==> config.mk <==
export PLATFORM = sky130hd
export DESIGN_NAME = hbid_top
export DESIGN_NICKNAME = d
export VERILOG_FILES = /design/src/design/hbid_pkg.sv /design/src/design/hbid_top.sv
export SDC_FILE = /design/constraint.sdc
export NUM_CORES = 1
export LEC_CHECK = 0
export ABC_CLOCK_PERIOD_IN_PS = 1480
export BUFFER_PORTS_ARGS = -buffer_cell sky130_fd_sc_hd__buf_2
export CORE_UTILIZATION = 40
export CTS_CLUSTER_SIZE = 16
export DETAILED_ROUTE_END_ITERATION = 10
export PLACE_DENSITY = 0.78
export RECOVER_POWER = 50
export SLEW_MARGIN = 20
export SYNTH_ARGS = -nofsm -noshare
export SYNTH_HDL_FRONTEND = slang
export SYNTH_SLANG_ARGS = --single-unit
==> constraint.sdc <==
create_clock -name CLOCK_I -period 1.48 [get_ports CLOCK_I]
set_clock_uncertainty 0.1 [all_clocks]
set_input_delay 0.148 -clock CLOCK_I [delete_from_list [all_inputs] [get_ports CLOCK_I]]
set_output_delay 0.148 -clock CLOCK_I [all_outputs]
set_load 0.01 [all_outputs]
==> src/design/hbid_pkg.sv <==
// Constants and carrier types for the host bus interface decoder
//
// What this block does
// - Two straps pick the bus style, both low giving separate read/write strobes and first high, second low giving enable clock plus direction line.
// - A read with the data-type line low returns status, and with it high returns display data or cursor address.
// - A write with the data-type line low is display data or parameter, and with it high is a command code.
// - In strobe style a read is read strobe low with write strobe high, and data drivers are on only while the read strobe is active.
// - In strobe style a write is write strobe low with read strobe high.
// - In enable style the transfer happens while the enable clock is high and the bus is ignored while it is low.
// - In enable style the direction line high means device drives data, low means host writes.
// - Accesses are accepted only while the active-low chip select is asserted.
// - The data bus is an 8-bit tristate bus driven by the device only during reads.
// - The reset input returns the host port and internal state to their initial condition.
package hbid_pkg;

  localparam int DATA_W = 8;

  // Strap codes
  localparam logic [1:0] STRAP_STROBE = 2'h0;
  localparam logic [1:0] STRAP_ENABLE = 2'h1;

  // Data-type line levels
  localparam logic DTYPE_LOW  = 1'b0;
  localparam logic DTYPE_HIGH = 1'b1;

  localparam logic [DATA_W-1:0] BYTE_RESET = 8'h00;

  // Decoded access kinds
  typedef enum logic [2:0]
  {
    KIND_IDLE   = 3'b000,
    KIND_STATUS = 3'b001,
    KIND_DATA_R = 3'b010,
    KIND_DATA_W = 3'b011,
    KIND_CMD_W  = 3'b100
  } hbid_kind_type;

  // Written byte handed to the core
  typedef struct packed
  {
    logic              is_cmd;
    logic [DATA_W-1:0] value;
  } hbid_wr_type;

endpackage

==> src/design/hbid_top.sv <==
// Host bus port: style select, access decode, write capture and read drive
`timescale 1ns/1ps
module hbid_top
(
  input  wire logic                          CLOCK_I,
  input  wire logic                          RST_N_I,
  input  wire logic                          CLK_EN_I,
  input  wire logic                          IFACE_PICK_A_I,
  input  wire logic                          IFACE_PICK_B_I,
  input  wire logic                          CHIP_SEL_N_I,
  input  wire logic                          DATA_TYPE_LINE_I,
  input  wire logic                          RD_STROBE_N_OR_EN_I,
  input  wire logic                          WR_STROBE_N_OR_DIR_I,
  input  wire logic                          HW_CLEAR_IN_N_I,
  input  wire logic [hbid_pkg::DATA_W-1:0]   HOST_DATA_BUS_I,
  output logic      [hbid_pkg::DATA_W-1:0]   HOST_DATA_BUS_O,
  output logic                               HOST_DATA_BUS_OE_O,
  input  wire logic [hbid_pkg::DATA_W-1:0]   STATUS_I,
  input  wire logic [hbid_pkg::DATA_W-1:0]   RD_DATA_I,
  output hbid_pkg::hbid_wr_type              WR_O,
  output logic                               WR_VALID_O,
  output hbid_pkg::hbid_kind_type            KIND_O,
  output logic                               RD_STROBE_O
);

  logic                    rst_n;
  logic                    enable_style;
  logic                    sel;
  logic                    rd_act;
  logic                    wr_act;
  logic                    wr_act_q;
  logic                    rd_act_q;
  logic                    dtype_q;
  logic [hbid_pkg::DATA_W-1:0] wbyte_q;
  logic [hbid_pkg::DATA_W-1:0] rdata_q;
  hbid_pkg::hbid_wr_type   wr_q;
  logic                    wr_valid_q;
  hbid_pkg::hbid_kind_type kind_d;
  hbid_pkg::hbid_kind_type kind_q;

  // Hardware clear pin acts like the main reset; combined before any flop
  assign rst_n = RST_N_I & HW_CLEAR_IN_N_I;

  // Straps are wired to rails, so no sampling; unknown codes fall back to strobe style
  assign enable_style = ({IFACE_PICK_B_I, IFACE_PICK_A_I} == hbid_pkg::STRAP_ENABLE);
  assign sel = ~CHIP_SEL_N_I;

  // Read and write qualifiers per style; chip select gates everything
  always_comb
  begin
    if (!sel)
    begin
      rd_act = 1'b0;
      wr_act = 1'b0;
    end
    else if (enable_style)
    begin
      rd_act = RD_STROBE_N_OR_EN_I & WR_STROBE_N_OR_DIR_I;
      wr_act = RD_STROBE_N_OR_EN_I & ~WR_STROBE_N_OR_DIR_I;
    end
    else
    begin
      rd_act = ~RD_STROBE_N_OR_EN_I & WR_STROBE_N_OR_DIR_I;
      wr_act = RD_STROBE_N_OR_EN_I & ~WR_STROBE_N_OR_DIR_I;
    end
  end

  // Access decode from direction and data-type line
  always_comb
  begin
    if (rd_act)
      kind_d = DATA_TYPE_LINE_I ? hbid_pkg::KIND_DATA_R : hbid_pkg::KIND_STATUS;
    else if (wr_act)
      kind_d = DATA_TYPE_LINE_I ? hbid_pkg::KIND_CMD_W : hbid_pkg::KIND_DATA_W;
    else
      kind_d = hbid_pkg::KIND_IDLE;
  end

  // Track the write phase; byte and data-type latched each active cycle so the
  // last value before the strobe's trailing edge is the one delivered
  always_ff @(posedge CLOCK_I or negedge rst_n)
  begin
    if (!rst_n)
    begin
      wr_act_q <= 1'b0;
      wbyte_q  <= hbid_pkg::BYTE_RESET;
      dtype_q  <= hbid_pkg::DTYPE_LOW;
    end
    else if (CLK_EN_I)
    begin
      wr_act_q <= wr_act;
      if (wr_act)
      begin
        wbyte_q <= HOST_DATA_BUS_I;
        dtype_q <= DATA_TYPE_LINE_I;
      end
    end
  end

  // Deliver one pulse at the end of the write phase (strobe rise or enable fall)
  always_ff @(posedge CLOCK_I or negedge rst_n)
  begin
    if (!rst_n)
    begin
      wr_q       <= '0;
      wr_valid_q <= 1'b0;
    end
    else if (CLK_EN_I)
    begin
      wr_valid_q <= wr_act_q & ~wr_act;
      if (wr_act_q & ~wr_act)
      begin
        wr_q.value  <= wbyte_q;
        wr_q.is_cmd <= (dtype_q == hbid_pkg::DTYPE_HIGH);
      end
    end
  end

  // Read data is registered; the decode kind is registered for the core
  always_ff @(posedge CLOCK_I or negedge rst_n)
  begin
    if (!rst_n)
    begin
      rdata_q  <= hbid_pkg::BYTE_RESET;
      kind_q   <= hbid_pkg::KIND_IDLE;
      rd_act_q <= 1'b0;
    end
    else if (CLK_EN_I)
    begin
      kind_q   <= kind_d;
      rd_act_q <= rd_act;
      if (rd_act)
        rdata_q <= DATA_TYPE_LINE_I ? RD_DATA_I : STATUS_I;
    end
  end

  // Drivers follow the live read qualifier so they release as soon as the
  // strobe ends; data lags one cycle, a trade for registered outputs
  assign HOST_DATA_BUS_O    = rdata_q;
  assign HOST_DATA_BUS_OE_O = rd_act;
  assign WR_O               = wr_q;
  assign WR_VALID_O         = wr_valid_q;
  assign KIND_O             = kind_q;
  assign RD_STROBE_O        = rd_act & ~rd_act_q; // Start of a read, for the core

  // Select gating: nothing may reach the bus or the core without chip select
  a_oe_needs_select: assert property (
    @(posedge CLOCK_I) disable iff (!rst_n)
    HOST_DATA_BUS_OE_O |-> !CHIP_SEL_N_I)
    else $error("drivers on without chip select");

  a_deselect_quiet: assert property (
    @(posedge CLOCK_I) disable iff (!rst_n)
    CHIP_SEL_N_I |-> (!HOST_DATA_BUS_OE_O && kind_d == hbid_pkg::KIND_IDLE))
    else $error("activity while deselected");

  // Strobe style qualifiers
  a_strobe_read_oe: assert property (
    @(posedge CLOCK_I) disable iff (!rst_n)
    (!enable_style && sel) |->
    (HOST_DATA_BUS_OE_O == (!RD_STROBE_N_OR_EN_I && WR_STROBE_N_OR_DIR_I)))
    else $error("strobe style drive mismatch");

  a_strobe_write_kind: assert property (
    @(posedge CLOCK_I) disable iff (!rst_n)
    (!enable_style && sel && RD_STROBE_N_OR_EN_I && !WR_STROBE_N_OR_DIR_I) |->
    (kind_d == hbid_pkg::KIND_DATA_W || kind_d == hbid_pkg::KIND_CMD_W))
    else $error("strobe style write misdecoded");

  // Enable style qualifiers
  a_enable_low_idle: assert property (
    @(posedge CLOCK_I) disable iff (!rst_n)
    (enable_style && !RD_STROBE_N_OR_EN_I) |-> (kind_d == hbid_pkg::KIND_IDLE))
    else $error("bus used while enable low");

  a_enable_dir_read: assert property (
    @(posedge CLOCK_I) disable iff (!rst_n)
    (enable_style && sel && RD_STROBE_N_OR_EN_I) |->
    (HOST_DATA_BUS_OE_O == WR_STROBE_N_OR_DIR_I))
    else $error("direction line not honoured");

  a_enable_write_kind: assert property (
    @(posedge CLOCK_I) disable iff (!rst_n)
    (enable_style && sel && RD_STROBE_N_OR_EN_I && !WR_STROBE_N_OR_DIR_I) |->
    (kind_d == hbid_pkg::KIND_DATA_W || kind_d == hbid_pkg::KIND_CMD_W))
    else $error("enable style write misdecoded");

  // Read data source follows the data-type line; read start pulse lasts one cycle
  a_read_status_sel: assert property (
    @(posedge CLOCK_I) disable iff (!rst_n)
    (CLK_EN_I && rd_act && !DATA_TYPE_LINE_I) |=>
    (HOST_DATA_BUS_O == $past(STATUS_I)))
    else $error("status not returned");

  a_read_data_sel: assert property (
    @(posedge CLOCK_I) disable iff (!rst_n)
    (CLK_EN_I && rd_act && DATA_TYPE_LINE_I) |=>
    (HOST_DATA_BUS_O == $past(RD_DATA_I)))
    else $error("display data not returned");

  a_read_start_pulse: assert property (
    @(posedge CLOCK_I) disable iff (!rst_n)
    (RD_STROBE_O && CLK_EN_I) |=> !RD_STROBE_O)
    else $error("read start pulse longer than one cycle");

  // Write decode and delivery
  a_write_kind: assert property (
    @(posedge CLOCK_I) disable iff (!rst_n)
    (wr_act && DATA_TYPE_LINE_I) |-> (kind_d == hbid_pkg::KIND_CMD_W))
    else $error("command write misdecoded");

  a_write_capture: assert property (
    @(posedge CLOCK_I) disable iff (!rst_n)
    (CLK_EN_I && wr_act ##1 CLK_EN_I && !wr_act) |=>
    (WR_VALID_O && WR_O.value == $past(wbyte_q)))
    else $error("write byte not delivered at strobe end");

  a_write_type_flag: assert property (
    @(posedge CLOCK_I) disable iff (!rst_n)
    (CLK_EN_I && wr_act ##1 CLK_EN_I && !wr_act) |=>
    (WR_O.is_cmd == $past(DATA_TYPE_LINE_I, 2)))
    else $error("write type flag not taken from last active cycle");

  a_write_single: assert property (
    @(posedge CLOCK_I) disable iff (!rst_n)
    WR_VALID_O && CLK_EN_I |=> !WR_VALID_O)
    else $error("write pulse longer than one cycle");

  // Clock enable low must freeze the write pulse, access kind and read data outputs
  a_enable_freeze: assert property (
    @(posedge CLOCK_I) disable iff (!rst_n)
    !CLK_EN_I |=> ($stable(WR_VALID_O) && $stable(KIND_O) && $stable(HOST_DATA_BUS_O)))
    else $error("registered outputs moved while clock enable low");

endmodule

==> Word-level counts from Yosys, hierarchy flattened <==
Index checks and enable logic that the tools add are counted.
{ "word_totals": {"in_bits": 34, "ff_bits": 32} }
{ "classes": {"muxes": 8, "eq_ne": 1, "n_reduce_logical": 3, "bitwise": 10} }
{ "ops": {"columns": ["cell", "count"], "rows": [
  ["$mux 3", 3],
  ["$mux 8", 1],
  ["$and 1x1->1", 6],
  ["$reduce_and 2->1", 3],
  ["$not 1->1", 4],
  ["$mux 1", 3],
  ["$eq 2x1->1 const B", 1],
  ["$mux 2", 1]
]} }

==> Longest topological paths before layout <==
Gate-level depths: netlist of run 1.
{ "depth": {"ltp_word": 6, "depth_mapped": 6} }

==> Worst setup path before layout of run 1 <==
OpenSTA, ideal clock, no wires.
{ "synth_path": {"kind": "input -> register", "startpoint": "in IFACE_PICK_B_I", "endpoint": "reg rdata_q (netlist bit HOST_DATA_BUS_O[0])", "path_buffers": 0, "required_time_ns": 1.252, "setup_time_ns": 0.128, "path_stages": 4, "path_slack_ns": 0.177, "arrival_ns": 1.075, "cell_sequence": "nand2b_1 -> xor2_1 -> nand4b_4 -> mux2_1"} }
{ "synth_between": {"elab_chain_len": 4} }
{ "synth_lines": {"columns": ["element", "line", "rtl"], "rows": [
  ["start: declaration", "hbid_top.sv:9", "input wire logic IFACE_PICK_B_I,"],
  ["$eq 2x1->1", "hbid_top.sv:45", "assign enable_style = ({IFACE_PICK_B_I, IFACE_PICK_A_I} == hbid_pkg::STRAP_ENABLE);"],
  ["$mux 1", "hbid_top.sv:56", "else if (enable_style)"],
  ["$mux 1", "hbid_top.sv:51", "if (!sel)"],
  ["$reduce_and 2->1 (no source line)", null, null],
  ["end signal: assignment", "hbid_top.sv:124", "rdata_q <= hbid_pkg::BYTE_RESET;"],
  ["end signal: assignment", "hbid_top.sv:133", "rdata_q <= DATA_TYPE_LINE_I ? RD_DATA_I : STATUS_I;"],
  ["end: declaration", "hbid_top.sv:35", "logic [hbid_pkg::DATA_W-1:0] rdata_q;"]
]} }
No other way between the ends.
A chain may end at the register's enable or synchronous reset.

==> Worst setup path in the final report of run 1 <==
{ "layout_path": {"startpoint": "in IFACE_PICK_B_I", "endpoint": "out RD_STROBE_O"} }
{ "layout_between": {"elab_chain_len": 4} }
{ "layout_lines": {"columns": ["element", "line", "rtl"], "rows": [
  ["$eq 2x1->1", "hbid_top.sv:45", null],
  ["$mux 1", "hbid_top.sv:56", null],
  ["$mux 1", "hbid_top.sv:51", null],
  ["$and 1x1->1", "hbid_top.sv:144", "assign RD_STROBE_O = rd_act & ~rd_act_q;"],
  ["end: declaration", "hbid_top.sv:23", "output logic RD_STROBE_O"]
]} }
No other way between the ends.

==> results of run 1 <==
sequential cells by signal, indices dropped and copies added, names as in the netlist:
name / count
KIND_O: 3
HOST_DATA_BUS_O: 8
wr_act_q: 1
WR_VALID_O: 1
WR_O: 9
rd_act_q: 1
wbyte_q: 8
dtype_q: 1
cells by family (layout without fill, tap and decap cells):
| kind of cell | count (synthesis) | count (layout) | share of synthesized area [%] |
|---|---|---|---|
| muxes | 33 | 33 | 27.0 |
| DFF | 32 | 32 | 58.3 |
| and+or+nand+nor | 13 | 13 | 6.19 |
| buffers and inverters | 10 | 83 | 3.00 |
| AOI/OAI and AO/OA | 8 | 8 | 4.19 |
| xor gates and xnor gates | 2 | 2 | 1.28 |
routing by layer:
layer / GRT usage, % / part of all wire, % / up-vias
li1: - / - / 483
met1: 15.2 / 39 / 499
met2: 28.3 / 52 / 47
met3: 7.04 / 8.9 / 0
met4: 4.87 / 0 / 0
met5: 0 / 0 / -
tightest hold or removal path: stages:
cell    delay, ps
buf_2          70
mux2_2        120
mux2_1        110
cells in the final DEF (no fill, tap or decap), drive strengths merged, types with 2 or more instances in the layout:
cell type,synthesis,final
a21o,2,2
buf,4,37
clkbuf,0,29
dfrtp,32,32
dlygate4sd3,0,10
inv,6,6
mux2,33,33
nand2,3,3
nand2b,3,3
nor2,3,3
o21ai,3,3
power groups by stage:
| stage | sequential [mW] | combinational, mW | clock (mW) |
|---|---|---|---|
| 2_1_floorplan | 1.31 | 0.238 | 0 |
| 3_3_place_gp | 1.22 | 0.581 | 0 |
| 3_5_place_dp | 1.23 | 0.595 | 0 |
| 4_1_cts | 1.22 | 0.616 | 0.465 |
| 5_1_grt | 1.25 | 0.624 | 0.500 |
| 6_report | 1.22 | 0.557 | 0.439 |
cell usage after synthesis:
library cell  number  area [µm²]
a21o_1             2        15.0
a22o_1             1        8.76
and2_1             1        6.26
buf_1              1        3.75
buf_2              3        15.0
dfrtp_1           32         801
inv_1              6        22.5
mux2_1            15         169
mux2_2            18         203
nand2_1            3        11.3
nand2b_1           3        18.8
nand3b_1           1        7.51
nand4b_4           1        23.8
nor2_1             3        11.3
o211a_1            1        10.0
o21ai_0            3        15.0
o221ai_1           1        8.76
or3_1              1        6.26
xnor2_1            1        8.76
xor2_1             1        8.76
metrics by stage:
stage          TNS (ps)  instance area [µm²]
2_1_floorplan         0                 1370
3_3_place_gp          0                 1720
3_5_place_dp       -265                 1720
4_1_cts               0                 1870
5_1_grt               0                 1840
6_report              0                 1840
cell type report:
class                   instances  share of cell area (%)
well taps                      44                    2.99
multi-input cells              56                    28.9
clock inverters                 1                   0.272
clock buffers                   6                    2.24
repair buffers                 70                    20.8
flip-flops and latches         32                    43.5
inverters                       6                    1.22
what timing repair did:
item                                    in CTS  in global routing
gates resized for setup                      0                  1
hold buffers                                10                  0
hold endpoints to repair                    40                  0
endpoints found under the setup margin       0                 32
worst min-delay path by stage:
| stage | depth (start not counted) | to | startpoint | slack (ps) |
|---|---|---|---|---|
| final | 3 | HOST_DATA_BUS_O[6]$_DFFE_PN0P_ | STATUS_I[6] | 60 |
| after global routing | 3 | HOST_DATA_BUS_O[7]$_DFFE_PN0P_ | STATUS_I[7] | 40 |
| after CTS | 3 | HOST_DATA_BUS_O[6]$_DFFE_PN0P_ | RD_DATA_I[6] | 40 |
| after detailed placement | 3 | HOST_DATA_BUS_O[4]$_DFFE_PN0P_ | HW_CLEAR_IN_N_I | 210 |
| after global placement | 3 | HOST_DATA_BUS_O[4]$_DFFE_PN0P_ | HW_CLEAR_IN_N_I | 180 |
| after floorplan | 1 | wbyte_q[7]$_DFFE_PN0P_ | HOST_DATA_BUS_I[7] | 200 |
==> results.txt, run 1 <==
* Result of the run: finished, final reports clean
- Max-slew headroom: 60.6%
- DRT antenna net count: 0
- In the final layout, the share of cells above drive strength 1 is 36.3%.
- In the final design database the tool counted 205 nets.
- During synthesis, Yosys emitted a total of 0 warnings.
- Clk_lat worst skew: 310 ps
* Clock buffer count from CTS: 5
* Min cycle time layout: 1370 ps
* Total placed cells including tap cells: 198
- The tightest hold path in the finished design has a slack of 60.5 ps.
- The critical path goes through buf_2 -> nand2b_1 -> xor2_1 -> nand3b_1 -> nor2_1 -> buf_2.
- Worst slew pin tran: 592 ps
- Highest ir drop seen on vdd: 737 µV
- For this run, the number of standard cells in the final layout without fillers is 215.
- Summing the sequential cell areas from Yosys gives 58.3% of the chip area.
- At the end of the flow the core is filled with cells to 58.3%.
- From bottom edge to top edge, the die measures 60.6 µm.
- Across every metal layer, demand over resource in global routing totals 15.3%.
- Vias: 1029
- Once detailed placement completed, the half-perimeter wirelength came to 1850 µm.
- The number of antenna violations at the first check in global routing was 0.
* Min-Delay Path Class: input pin to flip-flop
* Detailed-routing iteration count for the pre-antenna-repair pass: 5
* Kind of start point of the critical path: input pin
* GP Congestion: 0.695
- In this run the post-CTS setup repair buffer count came out at 0.
* Arrival time of the worst setup path: 1120 ps
* Storage element area: 801 µm²
- Core ar.: 3150 µm²
- Fraction of power spent switching nets: 29.3%
- Largest delay share family, worst path: simple AND/OR/NAND/NOR gates
- Leakage power of the design: 0.909 nW
- In the routed layout, each cell is associated on average with a via count of 4.79.
* Crit share post-route: 92.6%
- Worst setup path end: RD_STROBE_O
- Final WS setup: 109 ps
* Max-cap violation count: 0
- Per report_power, the clock group accounts for 19.8% of the total.
- The tree is rooted in a clkbuf_4.
- The first global-routing pass estimated 3930 µm of wire.
* Max frequency: 729 MHz
- Crit Reg-Reg Endpoint: WR_O[5]$_DFFE_PN0P_
- CP Capture Type: output port
* Max Slew Vio Count: 0
* Origin of the critical flop-to-flop path: wr_act_q$_DFFE_PN0P_
* Synthesized area: 1370 µm²
- Along the worst path, the maximum fanout reaches 3.
* Category of the critical setup timing path: input pin to output port
- In this run the horizontal extent of the chip is 60.6 µm.
- Number of standard cells after synthesis: 98
- Registers are responsible for 55.0% of the overall power.
* CTS tree: yes
* Int Power: 1.56 mW
- Number of setup violations in the final report: 0
- Counting both buffers and inverters, the worst setup path holds a total of 2.
* Post-route total power: 2.21 mW
* Wire per inst: 12.0 µm
* Launch point of the worst path: IFACE_PICK_B_I
* Area occupied by multi-input gates: 532 µm²
- Clock transition at the registers of the reported paths: 90 ps
- Vias in the first global route: 942
* Count of unique library cells instantiated by Yosys: 20
- The largest individual stage delay along the critical path comes from the cell xor2_1.
- Counting flops and latches in the post-synthesis netlist gives 32.
* DRC violation count after routing: 0
- CTS built an H-tree with a depth of 2.
- STA puts the critical path data required time at 1230 ps.
- Antenna diode instance count: 0
- The clock passes through at most 2 buffers.
- Number of cells on the critical path: 6
- Fill cells in the final layout number 297.
* Total number of clock tree sinks: 32
- When the netlist entered floorplanning its net count stood at 132.
- Crit path top cell by count: buf_2
* Placement Rows: 20
- Starting utilization of the core area: 43.6%
- In this run the power density over the cells is 1200 nW/µm².
- Summed over all nets, the switching power comes to 648 µW.
* Area of the die: 3670 µm²
- For this block, the routed nets add up to 2570 µm of wire.
- Mean instance size in the synthesized netlist: 14.0 µm²
* Num ports: 57
- The area growth from synthesis to layout is 33.9%.
* Number of hold violations in the final report: 0
* Largest stage delay on the critical path: 280 ps
- Starting DRC count in detailed routing: 15
- GR Overflow Total: 0
- Depth of the worst register-to-register path: 2
- Setup slack on the worst reg-to-reg path comes out at 120 ps.
- Placement-stage worst setup slack: -49.2 ps
- Setup repair after global routing missed its margin: false
- The share of total power dissipated in combinational logic is 25.2%.
- Entering global routing, the biggest net connects 33 pins.
* Port Buf Inserts: 56
No activity file was read; power rests on OpenSTA's default activity.
==> inputs of run 2 (changes only) <==
--- a/config.mk
+++ b/config.mk
@@ -7,9 +7,11 @@
 export LEC_CHECK = 0
 export ABC_CLOCK_PERIOD_IN_PS = 1480
 export BUFFER_PORTS_ARGS = -buffer_cell sky130_fd_sc_hd__buf_2
+export CORE_MARGIN = 1.5
 export CORE_UTILIZATION = 40
 export CTS_CLUSTER_SIZE = 16
 export DETAILED_ROUTE_END_ITERATION = 10
+export HOLD_SLACK_MARGIN = 0.1
 export PLACE_DENSITY = 0.78
 export RECOVER_POWER = 50
 export SLEW_MARGIN = 20
==> run 2 against run 1 <==
First-iteration DRC count increased by 27%. Utilization up 3.1 points. Maximum frequency down 3.7%. Worst setup slack worse by 53 ps. Register-to-register slack hardly changed. Combinational power rose by 7.7%. Worst hold slack better by 55 ps. Global-route usage increased by 1.0 points. Clock power increased by 17%. Power grew 5.5%. Critical path depth is 1 lower. Flip-flop and latch count unchanged. Largest power group unchanged.
==> results.txt, run 2 (synthesis results as in run 1) <==
- The run finished with clean final reports.
* GR Overflow Total: 0
- Largest delay share family, worst path: buffers and inverters
- Timing would allow up to 702 MHz.
- Per-cell via count in the routed design: 4.62
- Comb power frac: 25.7%
- The number of max-slew violations in the final report is 0.
* Core utilization of the finished layout: 61.4%
- Worst endpoint required time: 1600 ps
- TritonCTS built the clock tree.
- Dividing total power by cell area gives a power density of 1150 nW/µm².
* Gates resized, CTS repair: 0
* Largest stage delay on the critical path: 580 ps
- Measured against its own limit, the worst slew margin works out to 61.9%.
* Placement Rows: 21
- Leaving out fill and tap cells, the most frequent cell in the layout is buf_2.
- In this run, CTS created clock tree buffers numbering 5.
* Final std cells w/o fill: 236
* Starting utilization of the core area: 41.5%
- The repair_antennas step left the layout with diodes totalling 0.
- Setup violations remaining at the end of the flow were counted as 0.
* Series of cell instances along the critical path: buf_2 -> dlygate4sd3_1 -> buf_4 -> nand4b_4 -> mux2_1
- At the pin with the least slew margin, the transition time is 571 ps.
* Total number of clock tree sinks: 32
* Final hold slack: 115 ps
- Crit share post-route: 96.2%
- Highest ir drop seen on vdd: 735 µV
* Area of the die: 3800 µm²
- The final layout contains routed wiring with a total length of 2890 µm.
- In the global route stage, overall resource usage came out at 16.3%.
* Wire length of the first global-routing pass: 4330 µm
- Net switching is 29.0% of the power.
- Port Buf Inserts: 56
- Arrival time of the worst setup path: 1540 ps
* Slowest library cell on the worst path: dlygate4sd3_1
* Ratio of cells with drive above 1 in the final layout: 33.7%
- Leakage power of the design: 0.995 nW
* Max-cap violation count: 0
- Min cycle time layout: 1420 ps
- DRT antenna net count: 0
* Switching component of the power: 677 µW
- Number of nets in the finished design: 223
- Internal power comes to 1.66 mW.
* Num ports: 57
- Sequential cells account for 52.3% of the total power.
* Setup repair after global routing missed its margin: true
* Master cell of the clock root buffer: clkbuf_4
- Entering global routing, the biggest net connects 33 pins.
* Die boundary width: 61.6 µm
- The number of antenna violations at the first check in global routing came to 0.
* GP Congestion: 0.693
- Kind of start point of the critical path: input pin
- The H-tree was split into 2 levels.
- Of the total power, the clock network draws 22.0%.
- CP Capture Type: flip-flop
- Min-Delay Path Class: input pin to flip-flop
- Total placed cells including tap cells: 200
- In this run the deepest clock path goes through 2 buffers.
- Clk_lat worst skew: 340 ps
- Vias in the first global route: 1082
* Vias: 1090
- From synthesis to final layout, the design area changed by 48.0%.
- DRC violation count after routing: 0
- The register with the most flip-flops in the layout has 9 of them.
* Largest fanout on the critical path: 9
- Core ar.: 3310 µm²
* Category of the critical setup timing path: input pin to flip-flop
* Crit path buffers/inverters: 3
- In this run the register-to-register setup slack is 120 ps.
* Buffer count from post-CTS setup fixing: 0
* Starting DRC count in detailed routing: 19
- From bottom edge to top edge, the die measures 61.6 µm.
- HPWL Detailed: 1910 µm
* Detailed-routing iteration count for the pre-antenna-repair pass: 3
* Most frequent cells in the layout: buf_2, dfrtp_1, dlygate4sd3_1
- The final-report hold violation count came to 0.
- Wire per inst: 12.2 µm
- Clock transition at the registers of the reported paths: 90 ps
[run 2: power groups by stage]
stage / Clock, mW / Sequential (mW) / Combinational, mW
after floorplan: 0 / 1.31 / 0.238
after global placement: 0 / 1.22 / 0.580
after detailed placement: 0 / 1.23 / 0.597
after CTS: 0.525 / 1.22 / 0.656
after global routing: 0.562 / 1.25 / 0.675
final: 0.514 / 1.22 / 0.600
[run 2: tightest hold or removal path, cell delays in order]
cell     delay (ps)
buf_2           190
nand2_1         100
o21ai_0          70
[run 2: routing by layer]
layer | global-route usage [%] | vias to the layer above | routed length (µm)
met5 | 0 | - | 0
met4 | 8.21 | 0 | 56
met3 | 4.41 | 6 | 190
met2 | 30.7 | 47 | 1480
met1 | 16.3 | 514 | 1160
li1 | - | 523 | -
[run 2: layout make-up]
class	count	area (µm²)
clock buffers	8	58.8
fillers	285	1280
inverters	6	22.5
multi-input cells	56	532
flip-flops and latches	32	801
well taps	46	57.6
repair buffers	88	562
[run 2: per-stage QoR]
| stage | area [µm²] | power (mW) | setup TNS (ps) | setup WS (ps) |
|---|---|---|---|---|
| finish | 2030 | 2.33 | 0 | 56.5 |
| global route | 2030 | 2.48 | -51.5 | -19.6 |
| CTS | 2060 | 2.40 | 0 | 53.6 |
| detailed placement | 1720 | 1.83 | -140 | -30.5 |
| global placement | 1720 | 1.80 | 0 | 17.7 |
| floorplan | 1370 | 1.54 | 0 | 177 |
[run 2: what timing repair did]
action / CTS / global route
hold buffers: 28 / 0
setup endpoints to repair: 0 / 6
endpoints found under the hold margin: 53 / 0
[run 2: final timing paths]
check                                       startpoint                        endpoint  cells after the start
worst min-delay path                  DATA_TYPE_LINE_I           KIND_O[2]$_DFFE_PN0P_                      3
worst max-delay path                          CLK_EN_I  HOST_DATA_BUS_O[6]$_DFFE_PN0P_                      5
worst min register to register  WR_VALID_O$_DFFE_PN0P_          WR_VALID_O$_DFFE_PN0P_                      1
worst max register to register    wr_act_q$_DFFE_PN0P_             WR_O[0]$_DFFE_PN0P_                      2
max in group asynchronous              HW_CLEAR_IN_N_I          wbyte_q[0]$_DFFE_PN0P_                      5
min in group asynchronous                      RST_N_I           KIND_O[1]$_DFFE_PN0P_                      4
==> inputs of run 3 (changes only) <==
--- a/config.mk
+++ b/config.mk
@@ -5,6 +5,7 @@
 export SDC_FILE = /design/constraint.sdc
 export NUM_CORES = 1
 export LEC_CHECK = 0
+export ABC_AREA = 1
 export ABC_CLOCK_PERIOD_IN_PS = 1480
 export BUFFER_PORTS_ARGS = -buffer_cell sky130_fd_sc_hd__buf_2
 export CORE_MARGIN = 1.5
@@ -12,7 +13,7 @@
 export CTS_CLUSTER_SIZE = 16
 export DETAILED_ROUTE_END_ITERATION = 10
 export HOLD_SLACK_MARGIN = 0.1
-export PLACE_DENSITY = 0.78
+export PLACE_DENSITY = 0.77
 export RECOVER_POWER = 50
 export SLEW_MARGIN = 20
 export SYNTH_ARGS = -nofsm -noshare
==> run 3 against run 2 <==
Worst hold slack got worse by 19 ps. Non-clock buffer count shrank 5. Power is 1.6% higher. Critical path depth grew 1. Flip-flop and latch count is the same. Synthesized cell count grew 50%. Global-route usage is 1.4 points higher. Synthesized area rose by 7.2%. Largest cell class unchanged. Highest routed layer unchanged.
==> results.txt, run 3 <==
- Port Buf Inserts: 56
- Across the run, the number of max-cap violations was 0.
- Core ar.: 3440 µm²
* CTS tree: yes
* Max frequency: 740 MHz
* Wire per inst: 11.3 µm
* GP Congestion: 0.723
* Count of state elements after synthesis: 32
- Final std cells w/o fill: 280
- Among all cell types in the netlist, the one instantiated most often is nand2_1.
- After synthesis, the largest family of logic cells by area is simple AND/OR/NAND/NOR gates.
* Final hold slack: 96.2 ps
- The wire-length estimate of the detail-placed layout is 2120 µm.
* Share of synthesized area spent on multiplexers: 5.44%
- In this run the mean area of a mapped cell was 10.0 µm².
* Kind of start point of the critical path: input pin
- Post-route total power: 2.37 mW
* Starting DRC count in detailed routing: 40
- Die Ht: 63.7 µm
* Max Slew Vio Count: 0
- Row generation in the floorplan step produced 21 rows.
- After global routing, the most crowded layer is met2.
- Arrival time of the worst setup path: 1700 ps
- In the final layout, the share of cells above drive strength 1 is 25.6%.
- Vias: 1251
- The first global-routing pass estimated 5530 µm of wire.
- The pre-antenna-repair detailed-routing pass consisted of 4 iterations.
- By count the netlist is led by nand2_1, dfrtp_1, o21ai_2.
* Number of standard cells after synthesis: 147
* Max-slew headroom: 53.0%
* Sequential element share of the synthesized area: 54.4%
- Number of setup violations in the final report: 0
- Vias in the first global route: 1349
* Most frequent cells in the layout: nand2_1, buf_2, dfrtp_1
* Clk_lat worst skew: 270 ps
- Category of the critical setup timing path: input pin to async pin
- After the last flow step, the layout net total stands at 267.
* Xor/xnor cell area share of the yosys netlist: 0%
- Synthesized area: 1470 µm²
* Largest fanout on the critical path: 32
- After detailed routing, the number of vias per cell comes to 4.47.
* Main area contributors after synthesis: dfrtp_1, nand2_1, o21ai_2, mux2i_1, inv_1
- The clock passes through at most 2 buffers.
- Most used flip-flop cell after synthesis: dfrtp_1
- After detailed placement, the design holds a cell count of 246.
- Pin count of the biggest net entering global routing: 33
* Compound-gate portion of the synthesized area: 13.8%
- STA classifies the critical path endpoint as an async pin.
- The cell sitting at the root of the clock tree is a clkbuf_8.
* Number of hold violations in the final report: 0
- Area of the die: 4050 µm²
* Simple-gate share of the synthesized area: 18.6%
- DRC violation count after routing: 0
- Library cell occupying the most area in the post-synthesis netlist: dfrtp_1
- Synth-to-layout area growth: 38.6%
- Min-Delay Path Class: input pin to flip-flop
- IR analysis of the VDD net gives a maximum drop of 525 µV.
- In this run the post-CTS setup repair buffer count came out at 0.
- During synthesis, Yosys emitted a total of 0 warnings.
- 57 I/O pins were placed.
* Leakage power of the design: 1.05 nW
- DRT antenna net count: 0
- The number of clock buffers added by TritonCTS is 5.
- Global routing used 17.7% of the available tracks.
- Counting every sink on the clock net gives 32.
* Drt total wl: 3160 µm
* Antenna diode instance count: 0
- Most common library cell in the layout ignoring fill and taps: nand2_1
* Count of unique library cells instantiated by Yosys: 16
- GR Util met1: 17.8%
- Once the floorplan was initialized, standard cells occupied 42.8% of the core.
- Global-route track usage on met2: 34.3%
- The top cell type by area accounts for 54.4% of the synthesized area.
- Timing analysis after detailed placement gives a worst setup slack of 312 ps.
* Clock transition at the registers of the reported paths: 60 ps
- FFs w/ async S/R, synth: 100%
* Number of H-tree branching levels: 2
- The die is 63.7 µm wide.
- Post-Synthesis Net Count: 181
* Min cycle time layout: 1350 ps
- Worst slew pin tran: 705 ps
* Result of the run: finished, final reports clean
- Power per standard cell area: 1160 nW/µm²
- GR Overflow Total: 0
- After Yosys synthesis, full adders, half adders and majority gates account for 0% of the synthesized area.
- Final WS setup: 129 ps
- Of the available clock period, the critical path in the final layout requires 91.3%.
* Setup repair after global routing missed its margin: false
* Met3 usage in global routing: 4.64%
- Initial antenna violation count: 0
* Sum Neg Setup Slack: 0 ps
* Flip-flop count of the largest register after layout: 9
- Number of flops mapped to enable cells by yosys: 0
- Data on the critical path is required at its endpoint by 1820 ps.
[run 3: changes by cell type in the layout (fill, tap and decap cells not counted), sizes merged, moves of 2 or more]
cell | previous run | this run
nand2 | 3 | 46
mux2 | 33 | 0
o21ai | 3 | 27
inv | 6 | 18
mux2i | 0 | 8
nand3 | 0 | 8
buf | 39 | 35
clkinv | 0 | 3
nand2b | 3 | 0
a21o | 2 | 0
clkbuf | 29 | 27
dlygate4sd3 | 28 | 26
[run 3: area by class of cell]
| cell class | instances | area [µm²] |
|---|---|---|
| fill | 317 | 1400 |
| sequential | 32 | 801 |
| timing repair buffer | 83 | 524 |
| multi-input combinational | 92 | 495 |
| inverter | 19 | 75.1 |
| clock buffer | 5 | 68.8 |
| tap | 46 | 57.6 |
| clock inverter | 3 | 18.8 |
[run 3: per-layer routing]
metal	vias up	routed length, µm	part of all wire, %
met2	48	1690	54
met5	-	0	0
met4	0	47	1.5
met1	559	1240	39
met3	6	175	5.5
li1	638	-	-
[run 3: path summary, 6_finish.rpt]
check / start / endpoint / slack (ps) / cells past startpoint
setup / recovery: RST_N_I / rd_act_q$_DFFE_PN0P_ / 130 / 6
hold / removal: CLK_EN_I / KIND_O[0]$_DFFE_PN0P_ / 100 / 3
setup reg to reg: wr_act_q$_DFFE_PN0P_ / WR_O[2]$_DFFE_PN0P_ / 270 / 3
hold reg to reg: KIND_O[1]$_DFFE_PN0P_ / KIND_O[1]$_DFFE_PN0P_ / 380 / 2
max in group CLOCK_I: wr_act_q$_DFFE_PN0P_ / WR_O[2]$_DFFE_PN0P_ / 270 / 3
min in group asynchronous: HW_CLEAR_IN_N_I / WR_O[4]$_DFFE_PN0P_ / 380 / 5
[run 3: timing repair]
| item | CTS | global route |
|---|---|---|
| gates resized for setup | 0 | 1 |
| endpoints found under the setup margin | 0 | 32 |
| hold endpoints to repair | 48 | 0 |
| hold buffers | 26 | 0 |
[run 3: worst max-delay path: stages]
cell           delay (ps)
dlygate4sd3_1         520
buf_2                  90
nand2_1                40
dlygate4sd3_1         550
inv_1                  70
buf_6                 270
[run 3: through the flow]
stage	cell area (µm²)	util, %
global placement	1780	51.7
detailed placement	1780	51.7
floorplan	1470	-
CTS	2130	61.8
global route	2040	59.3
finish	2040	59.3
[run 3: kinds of logic after synthesis]
kind of cell | count (synthesis)
and+or+nand+nor | 57
AOI/OAI and AO/OA | 27
DFF | 32
muxes | 8
buffers and inverters | 23
[run 3: report_power, final]
group	switching, mW	total [mW]	leakage [nW]	internal (mW)
clock network	0.316	0.643	0.0479	0.327
registers	0.0900	1.15	0.415	1.06
logic	0.324	0.575	0.592	0.251
